<file path="src/hdl/tlic_map.svh">
/*
 * Register offsets, bit positions, reset values, vectors and timing counts
 * for the two-level interrupt controller.
 * Assumes a 3-bit register address, 8-bit data and one instruction
 * cycle per clock.
 */
// Functional notes
// - two levels; high vectors to 000008h, low vectors to 000018h
// - an eligible high request preempts a low service routine
// - each source except ext pin zero has flag, enable and priority
// - bit 7 of reset control register switches two-level mode on
// - in two-level mode bit 7 enables high, bit 6 enables low sources
// - flag, enable and level enable all set vectors at once
// - taking an interrupt clears the governing global enable bit
// - taking pushes the return address, then loads the vector
// - return instruction sets the applicable global enable again
// - pin and port-change events reach the vector in 3 to 4 cycles
// - flags set on events whatever the enable bits say
// - main control bit 7 enables high level, bit 6 low level
// - timer zero overflow sets bit 2, enable bit 5, sticky
// - ext pin zero sets bit 1, enable bit 4, software clears
// - upper port pin change sets bit 0, enable bit 3, sticky
// - a lasting mismatch keeps setting the port-change flag
// - main control bits are read/write and reset to zero
// - single-level mode needs the peripheral group enable too
`ifndef TLIC_MAP_SVH
`define TLIC_MAP_SVH

// --------------------------------------------------------------------
// register offsets
// --------------------------------------------------------------------
`define TLIC_OFF_MAIN_CTRL 3'h0
`define TLIC_OFF_RESET_CTRL 3'h1
`define TLIC_OFF_PERIPH_FLAG 3'h2
`define TLIC_OFF_PERIPH_EN 3'h3
`define TLIC_OFF_PERIPH_PRIO 3'h4
`define TLIC_OFF_CORE_PRIO 3'h5
`define TLIC_OFF_UPPER_PORT 3'h6

// --------------------------------------------------------------------
// field positions
// --------------------------------------------------------------------
`define TLIC_BIT_GLOBAL_HIGH 7
`define TLIC_BIT_GLOBAL_LOW 6
`define TLIC_BIT_T0_EN 5
`define TLIC_BIT_EXT0_EN 4
`define TLIC_BIT_PORT_EN 3
`define TLIC_BIT_T0_FLAG 2
`define TLIC_BIT_EXT0_FLAG 1
`define TLIC_BIT_PORT_FLAG 0
`define TLIC_BIT_PRIO_LEVELS 7
`define TLIC_BIT_CPRIO_T0 2
`define TLIC_BIT_CPRIO_PORT 0

// --------------------------------------------------------------------
// reset values, vectors, timing
// --------------------------------------------------------------------
`define TLIC_RST_MAIN_CTRL 8'h00
`define TLIC_RST_RESET_CTRL 8'h00
`define TLIC_RST_PERIPH 8'h00
`define TLIC_RST_PERIPH_PRIO 8'hff
`define TLIC_RST_CORE_PRIO 8'h05
`define TLIC_VEC_HIGH 21'h000008
`define TLIC_VEC_LOW 21'h000018
`define TLIC_EXT_LAT_MIN 3
`define TLIC_EXT_LAT_MAX 4

`endif

</file>
<file path="src/hdl/tlic_pkg.sv">
/*
 * Types shared by the interrupt controller modules.
 * Assumes the register bus carries 3-bit addresses and 8-bit data.
 */
package tlic_pkg;

	// ----------------------------------------------------------------
	// service nesting state
	// ----------------------------------------------------------------
	typedef enum logic [1:0] {
		SVC_IDLE = 2'b00,
		SVC_LOW = 2'b01,
		SVC_HIGH = 2'b10,
		SVC_NEST = 2'b11
	} tlic_svc_t;

	// ----------------------------------------------------------------
	// register bus request
	// ----------------------------------------------------------------
	typedef struct packed {
		logic [2:0] addr;
		logic [7:0] wdata;
		logic we;
		logic re;
	} tlic_bus_req_t;

endpackage

</file>
<file path="src/hdl/tlic_port_watch.sv">
/*
 * Upper port change detector: keeps the pin value last read by software
 * and reports a mismatch while the pins differ from it.
 * Assumes pins synchronous to the clock.
 */
`timescale 1ns/1ps
`default_nettype none
module tlic_port_watch #(
	parameter int WIDTH = 4
) (
	input wire logic i_clk,
	input wire logic i_reset_n,
	input wire logic [WIDTH-1:0] i_pins,
	input wire logic i_port_read,
	output logic o_mismatch
);

	logic [WIDTH-1:0] latch_q;
	logic [WIDTH-1:0] diff;

	// -----------------------------------------------------------------
	// per-pin compare against the last read value
	// -----------------------------------------------------------------
	genvar g;
	generate
		for (g = 0; g < WIDTH; g = g + 1) begin : g_pin
			assign diff[g] = i_pins[g] ^ latch_q[g];
		end
	endgenerate

	// reading the port ends the mismatch
	always_ff @(posedge i_clk or negedge i_reset_n) begin
		if (!i_reset_n) begin
			latch_q <= '0;
		end else if (i_port_read) begin
			latch_q <= i_pins;
		end
	end

	assign o_mismatch = |diff;

endmodule
`default_nettype wire

</file>
<file path="src/hdl/tlic_top.sv">
/*
 * Two-level prioritised interrupt controller: flags, enables, priority
 * bits, vector selection, return-address push and return handling.
 * Assumes one instruction cycle per clock and a core that accepts the
 * push strobe and the vector load whenever they are given.
 */
`timescale 1ns/1ps
`default_nettype none
`include "tlic_map.svh"
module tlic_top
	import tlic_pkg::*;
#(
	parameter int NPER = 8,
	parameter int PC_W = 21
) (
	input wire logic i_clk,
	input wire logic i_reset_n,
	input wire tlic_bus_req_t i_bus,
	output logic [7:0] o_rdata,
	input wire logic i_timer_zero_ovf,
	input wire logic i_ext_pin_zero,
	input wire logic [3:0] i_upper_port_pins,
	input wire logic [NPER-1:0] i_periph_evt,
	input wire logic i_return_from_irq_instr,
	input wire logic [PC_W-1:0] i_pc,
	output logic o_push_stb,
	output logic [PC_W-1:0] o_push_addr,
	output logic o_pc_load,
	output logic [PC_W-1:0] o_pc_vector,
	output logic o_high_level
);

	// -----------------------------------------------------------------
	// state
	// -----------------------------------------------------------------
	logic [7:0] main_ctrl_q;
	logic [7:0] reset_ctrl_q;
	logic [NPER-1:0] pflag_q;
	logic [NPER-1:0] pen_q;
	logic [NPER-1:0] pprio_q;
	logic [7:0] core_prio_q;
	logic ext_prev_q;
	logic load_pend_q;
	logic take_high_q;
	tlic_svc_t svc_q;
	logic mismatch;
	logic ext_edge;
	logic wr_main;
	logic priority_levels_enable;
	logic any_high;
	logic any_low;
	logic any_single;
	logic high_req;
	logic low_req;
	logic take;
	logic take_high;
	logic [NPER-1:0] pact;

	assign wr_main = i_bus.we && (i_bus.addr == `TLIC_OFF_MAIN_CTRL);
	assign priority_levels_enable = reset_ctrl_q[`TLIC_BIT_PRIO_LEVELS];
	assign ext_edge = i_ext_pin_zero && !ext_prev_q;

	// -----------------------------------------------------------------
	// upper port change detector
	// -----------------------------------------------------------------
	tlic_port_watch #(
		.WIDTH(4)
	) u_watch (
		.i_clk(i_clk),
		.i_reset_n(i_reset_n),
		.i_pins(i_upper_port_pins),
		.i_port_read(i_bus.re && (i_bus.addr == `TLIC_OFF_UPPER_PORT)),
		.o_mismatch(mismatch)
	);

	// -----------------------------------------------------------------
	// request evaluation
	// -----------------------------------------------------------------
	// active sources: flag and enable both set
	assign pact = pflag_q & pen_q;

	// per-level requests; ext pin zero has no priority bit, always high
	always_comb begin
		logic t0;
		logic ex;
		logic pc;
		t0 = main_ctrl_q[`TLIC_BIT_T0_FLAG] && main_ctrl_q[`TLIC_BIT_T0_EN];
		ex = main_ctrl_q[`TLIC_BIT_EXT0_FLAG]
			&& main_ctrl_q[`TLIC_BIT_EXT0_EN];
		pc = main_ctrl_q[`TLIC_BIT_PORT_FLAG]
			&& main_ctrl_q[`TLIC_BIT_PORT_EN];
		any_high = ex || (t0 && core_prio_q[`TLIC_BIT_CPRIO_T0])
			|| (pc && core_prio_q[`TLIC_BIT_CPRIO_PORT])
			|| |(pact & pprio_q);
		any_low = (t0 && !core_prio_q[`TLIC_BIT_CPRIO_T0])
			|| (pc && !core_prio_q[`TLIC_BIT_CPRIO_PORT])
			|| |(pact & ~pprio_q);
		any_single = t0 || ex || pc
			|| (main_ctrl_q[`TLIC_BIT_GLOBAL_LOW] && |pact);
	end

	// level enables gate the requests
	always_comb begin
		if (priority_levels_enable) begin
			high_req = main_ctrl_q[`TLIC_BIT_GLOBAL_HIGH] && any_high;
			low_req = main_ctrl_q[`TLIC_BIT_GLOBAL_HIGH]
				&& main_ctrl_q[`TLIC_BIT_GLOBAL_LOW] && any_low;
		end else begin
			high_req = main_ctrl_q[`TLIC_BIT_GLOBAL_HIGH] && any_single;
			low_req = 1'b0;
		end
	end

	// a take waits only for a pending vector load to finish
	assign take = (high_req || low_req) && !load_pend_q;
	assign take_high = high_req;

	// -----------------------------------------------------------------
	// main control register
	// -----------------------------------------------------------------
	// flags: set wins over software clear; take clears only the governing global enable
	always_ff @(posedge i_clk or negedge i_reset_n) begin
		if (!i_reset_n) begin
			main_ctrl_q <= `TLIC_RST_MAIN_CTRL;
		end else begin
			logic [7:0] nx;
			nx = main_ctrl_q;
			if (wr_main) begin
				nx = i_bus.wdata;
			end
			if (i_return_from_irq_instr) begin
				if (!priority_levels_enable || svc_q == SVC_HIGH || svc_q == SVC_NEST) begin
					nx[`TLIC_BIT_GLOBAL_HIGH] = 1'b1;
				end else if (svc_q == SVC_LOW) begin
					nx[`TLIC_BIT_GLOBAL_LOW] = 1'b1;
				end
			end
			if (take) begin
				if (!priority_levels_enable || take_high) begin
					nx[`TLIC_BIT_GLOBAL_HIGH] = 1'b0;
				end else begin
					nx[`TLIC_BIT_GLOBAL_LOW] = 1'b0;
				end
			end
			if (i_timer_zero_ovf) begin
				nx[`TLIC_BIT_T0_FLAG] = 1'b1;
			end
			if (ext_edge) begin
				nx[`TLIC_BIT_EXT0_FLAG] = 1'b1;
			end
			if (mismatch) begin
				nx[`TLIC_BIT_PORT_FLAG] = 1'b1;
			end
			main_ctrl_q <= nx;
		end
	end

	// -----------------------------------------------------------------
	// other software registers
	// -----------------------------------------------------------------
	// reset control, priority bits and peripheral enables
	always_ff @(posedge i_clk or negedge i_reset_n) begin
		if (!i_reset_n) begin
			reset_ctrl_q <= `TLIC_RST_RESET_CTRL;
			core_prio_q <= `TLIC_RST_CORE_PRIO;
			pen_q <= NPER'(`TLIC_RST_PERIPH);
			pprio_q <= NPER'(`TLIC_RST_PERIPH_PRIO);
		end else if (i_bus.we) begin
			case (i_bus.addr)
				`TLIC_OFF_RESET_CTRL: begin
					reset_ctrl_q <= i_bus.wdata & 8'h80;
				end
				`TLIC_OFF_CORE_PRIO: begin
					core_prio_q <= i_bus.wdata & 8'h05;
				end
				`TLIC_OFF_PERIPH_EN: begin
					pen_q <= i_bus.wdata[NPER-1:0];
				end
				`TLIC_OFF_PERIPH_PRIO: begin
					pprio_q <= i_bus.wdata[NPER-1:0];
				end
				default: begin
				end
			endcase
		end
	end

	// peripheral flags: events set them in spite of a same-cycle clear
	genvar g;
	generate
		for (g = 0; g < NPER; g = g + 1) begin : g_pflag
			always_ff @(posedge i_clk or negedge i_reset_n) begin
				if (!i_reset_n) begin
					pflag_q[g] <= 1'b0;
				end else if (i_periph_evt[g]) begin
					pflag_q[g] <= 1'b1;
				end else if (i_bus.we && i_bus.addr == `TLIC_OFF_PERIPH_FLAG) begin
					pflag_q[g] <= i_bus.wdata[g];
				end
			end
		end
	endgenerate

	// read data one cycle after the strobe, zero when unmapped
	always_ff @(posedge i_clk or negedge i_reset_n) begin
		if (!i_reset_n) begin
			o_rdata <= 8'h00;
		end else if (i_bus.re) begin
			case (i_bus.addr)
				`TLIC_OFF_MAIN_CTRL: o_rdata <= main_ctrl_q;
				`TLIC_OFF_RESET_CTRL: o_rdata <= reset_ctrl_q;
				`TLIC_OFF_PERIPH_FLAG: o_rdata <= 8'(pflag_q);
				`TLIC_OFF_PERIPH_EN: o_rdata <= 8'(pen_q);
				`TLIC_OFF_PERIPH_PRIO: o_rdata <= 8'(pprio_q);
				`TLIC_OFF_CORE_PRIO: o_rdata <= core_prio_q;
				`TLIC_OFF_UPPER_PORT: o_rdata <= {4'h0, i_upper_port_pins};
				default: o_rdata <= 8'h00;
			endcase
		end else begin
			o_rdata <= 8'h00;
		end
	end

	// -----------------------------------------------------------------
	// pin edge detect
	// -----------------------------------------------------------------
	always_ff @(posedge i_clk or negedge i_reset_n) begin
		if (!i_reset_n) begin
			ext_prev_q <= 1'b0;
		end else begin
			ext_prev_q <= i_ext_pin_zero;
		end
	end

	// -----------------------------------------------------------------
	// take sequence: push first, vector load next cycle
	// -----------------------------------------------------------------
	always_ff @(posedge i_clk or negedge i_reset_n) begin
		if (!i_reset_n) begin
			o_push_stb <= 1'b0;
			o_push_addr <= '0;
			o_pc_load <= 1'b0;
			o_pc_vector <= '0;
			load_pend_q <= 1'b0;
			take_high_q <= 1'b0;
			o_high_level <= 1'b0;
		end else begin
			o_push_stb <= take;
			load_pend_q <= take;
			o_pc_load <= load_pend_q;
			if (take) begin
				o_push_addr <= i_pc;
				take_high_q <= take_high || !priority_levels_enable;
			end
			if (load_pend_q) begin
				o_pc_vector <= take_high_q ? PC_W'(`TLIC_VEC_HIGH)
					: PC_W'(`TLIC_VEC_LOW);
				o_high_level <= take_high_q;
			end
		end
	end

	// -----------------------------------------------------------------
	// service nesting tracker
	// -----------------------------------------------------------------
	always_ff @(posedge i_clk or negedge i_reset_n) begin
		if (!i_reset_n) begin
			svc_q <= SVC_IDLE;
		end else if (take) begin
			case (svc_q)
				SVC_IDLE: svc_q <= (take_high || !priority_levels_enable) ? SVC_HIGH : SVC_LOW;
				SVC_LOW: svc_q <= take_high ? SVC_NEST : SVC_LOW;
				default: svc_q <= svc_q;
			endcase
		end else if (i_return_from_irq_instr) begin
			case (svc_q)
				SVC_NEST: svc_q <= SVC_LOW;
				SVC_HIGH: svc_q <= SVC_IDLE;
				SVC_LOW: svc_q <= SVC_IDLE;
				default: svc_q <= SVC_IDLE;
			endcase
		end
	end

	localparam int LAT_MIN = `TLIC_EXT_LAT_MIN, LAT_MAX = `TLIC_EXT_LAT_MAX;
endmodule
`default_nettype wire

</file>
<file path="config.mk">
export PLATFORM = sky130hd
export DESIGN_NAME = tlic_top
export DESIGN_NICKNAME = d
export VERILOG_FILES = /design/src/hdl/tlic_pkg.sv /design/src/hdl/tlic_port_watch.sv /design/src/hdl/tlic_top.sv
export VERILOG_INCLUDE_DIRS = /design/src /design/src/hdl
export SDC_FILE = /design/constraint.sdc
export NUM_CORES = 1
export LEC_CHECK = 0
export ABC_AREA = 1
export BUFFER_PORTS_ARGS = -buffer_cell sky130_fd_sc_hd__buf_2
export CORE_UTILIZATION = 45
export DETAILED_ROUTE_END_ITERATION = 10
export GPL_TIMING_DRIVEN = 0
export PLACE_DENSITY = 0.79
export SYNTH_ARGS = -nofsm -noshare
export SYNTH_HDL_FRONTEND = slang
export SYNTH_SLANG_ARGS = --single-unit
</file>
<file path="constraint.sdc">
create_clock -name i_clk -period 4.15 [get_ports i_clk]
set_input_delay 0.2075 -clock i_clk [delete_from_list [all_inputs] [get_ports i_clk]]
set_output_delay 0.2075 -clock i_clk [all_outputs]
set_load 0.005 [all_outputs]
</file>
==> metrics <==
post-CTS sizing 0; sequential share of power 0.433; area grow syn2layout 23.8%; Main synth FF type dfrtp_1; routed vias 3309; Clock Latency Late Sink 0.35 ns; outcome completed; TritonCTS buffer count 9; GRT Total Usage 0.231; largest net degree at the start of global routing 58; initial antenna violation count 0; DRC viols 0; dpl ws 2.28 ns; first-pass GRT wire length 15100 microns; post-route setup slack 2.43 ns; commonest non-fill, non-tap cell in the layout nand2_1; Die W 92.6 microns; register area share after synthesis 0.526; Switch Pwr 889 uW; port buffer count 84; Critical Path Start main_ctrl_q[5]; layout net count 617; final period utilization 0.415; count of cell types in the netlist 35; Clock Skew 0.00762 ns; Setup Crit Path Kind reg2reg; Max Fclk 580 MHz; RSZ-0062 raised after global routing false; reg2reg path depth 12; CTS tree yes; DP Wirelength 6960 microns; area leader, netlist dfrtp_1; Post-synth ARST share 1.00; Clock Tree Buf Depth 2; CP endpoint kind flop; number of max-cap violations 0; crit path max fanout 10; PwrDens 557 nW/um^2; Slew HR 0.534; Worst-path clk slew 0.08 ns; global route overflow 0; share of layout cells above drive strength 1 0.268; Post-synth EDFFs 0; total routed wirelength 9220 microns; required time of the critical path 4.44 ns; synth warn 0; reg2reg start main_ctrl_q[5]; 1st-iter DRT viols 251; final setup fails 0; wire per inst 13.7 microns; Peak supply drop 0.000222 V; die height 92.6 microns; Core ar. 7850 sq um; full die area 8570 sq um; Cell Int Power 1.66 mW; WP data arrival 2.02 ns; H-tree level count 3; vias in the first global route 3171; Synth top area share 0.454; synthesized area per cell 8.20 sq um; Core Rows 32; initial core utilization 0.470; First-pass DRT Iterations 5; number of diodes 0; switching share of power 0.349; Post-Syn Area 3690 sq um; startpoint types flop; worst reg2reg setup slack 2.43 ns; FF-to-FF End o_push_addr[13]; most frequent cells in the layout nand2_1 (146), buf_2 (85), dfrtp_1 (67); # IOs 104; CP endpoint o_push_addr[13]; Post-DRT Antenna Nets 0; LEAKAGE 2.52 nW; Cells after Synth 450; flops & latches, synth 77; worst-margin pin slew 0.697 ns; Via density 4.92; clock share of power 0.245; Root Driver clkbuf_8; clock sinks 77; fin crit period 1.72 ns; Hold Crit Start i_pc[17]; synth top area cells dfrtp_1 (45%), nand2_1 (15%), dfstp_2 (7.1%); Setup Fix Bufs, Post-CTS 0; worst hold path class in2reg; Final GP Congestion 0.876; Slew Viols, Final 0; Setup TNS 0 ns; Comb power frac 0.323; Final Hold Viols 0
-- layer usage --
metal,up-vias,global-route usage,share of wire
li1,1637,-,-
met1,1529,0.307,0.44
met2,128,0.373,0.48
met3,15,0.0542,0.066
met4,0,0.0755,0.016
met5,-,0,0
-- synthesized netlist by cell type, drive strengths merged, types with 4 or more instances --
cell / number
dfstp: 10
dfrtp: 67
nand2: 158
a21oi: 15
inv: 46
buf: 24
o21ai: 43
nand3: 23
a221oi: 5
o221ai: 4
xnor2: 4
nor2: 34
-- cell type report --
type	instances	area [sq um]
well taps	102	128
multi-input cells	319	1440
fillers	756	3280
flip-flops and latches	77	1940
clock buffers	10	128
clock inverters	6	86.3
repair buffers	87	470
plain buffers	26	199
inverters	46	175
-- how the worst min path moves through the flow --
stage | to | slack [ns] | cells after the start
4_1_cts | o_push_addr[17] | 0.03 | 3
6_report | o_push_addr[17] | 0.04 | 3
2_1_floorplan | ext_prev_q | -0.09 | 0
5_1_grt | o_push_addr[20] | 0.04 | 3
3_5_place_dp | ext_prev_q | 0.13 | 1
3_3_place_gp | ext_prev_q | 0.33 | 1
-- what timing repair did --
action / 4_1_cts / 5_1_grt
hold buffers: 2 / 0
setup endpoints to repair: 0 / 0
endpoints found under the hold margin: 19 / 0
-- worst max-delay path, cell delays in order, from the launching register on --
cell	delay, ns
dfrtp_1	0.45
nand2_1	0.13
nor2_1	0.05
nor2_1	0.14
nand2_1	0.06
nor2_1	0.10
nand2_1	0.08
nand2_1	0.08
nand2_2	0.08
nand2_4	0.12
buf_2	0.22
nand2_1	0.08
nand2_1	0.07
-- through the flow --
stage           util  hold WS (ns)  area, sq um  total power [mW]  std cells
2_1_floorplan      -       -0.0881         3760              1.62        468
3_3_place_gp   0.549         0.334         4310              1.90        654
3_5_place_dp   0.552         0.127         4340              1.93        655
4_1_cts        0.582        0.0332         4570              2.56        673
5_1_grt        0.582        0.0408         4570              2.73        673
6_report       0.582        0.0442         4570              2.55        673
-- power groups by stage --
stage | Combinational, mW | Clock, mW | Sequential [mW]
after CTS | 0.829 | 0.631 | 1.10
after floorplan | 0.521 | 0 | 1.10
final | 0.821 | 0.623 | 1.10
after global placement | 0.793 | 0 | 1.10
after detailed placement | 0.821 | 0 | 1.11
after global routing | 0.946 | 0.658 | 1.13
-- flip-flops by register name, summed over array words and instances, names as in the netlist, 4 cells and up --
name / flops
o_push_addr: 21
main_ctrl_q: 8
o_rdata: 8
pen_q: 8
pflag_q: 8
pprio_q: 8
u_watch.latch_q: 4
-- kinds of logic (layout without fill, tap and decap cells) --
family                 count (synthesis)  count (layout)  share of synthesized area
XOR/XNOR                               4               4                    0.00949
AND/OR/NAND/NOR                      220             220                      0.245
buffers and inverters                 72             175                      0.101
other                                  1              19                    0.00102
AO/OA/AOI/OAI                         76              76                      0.117
flip-flops                            77              77                      0.526
Note: power is estimated with default switching activity, not from simulation.
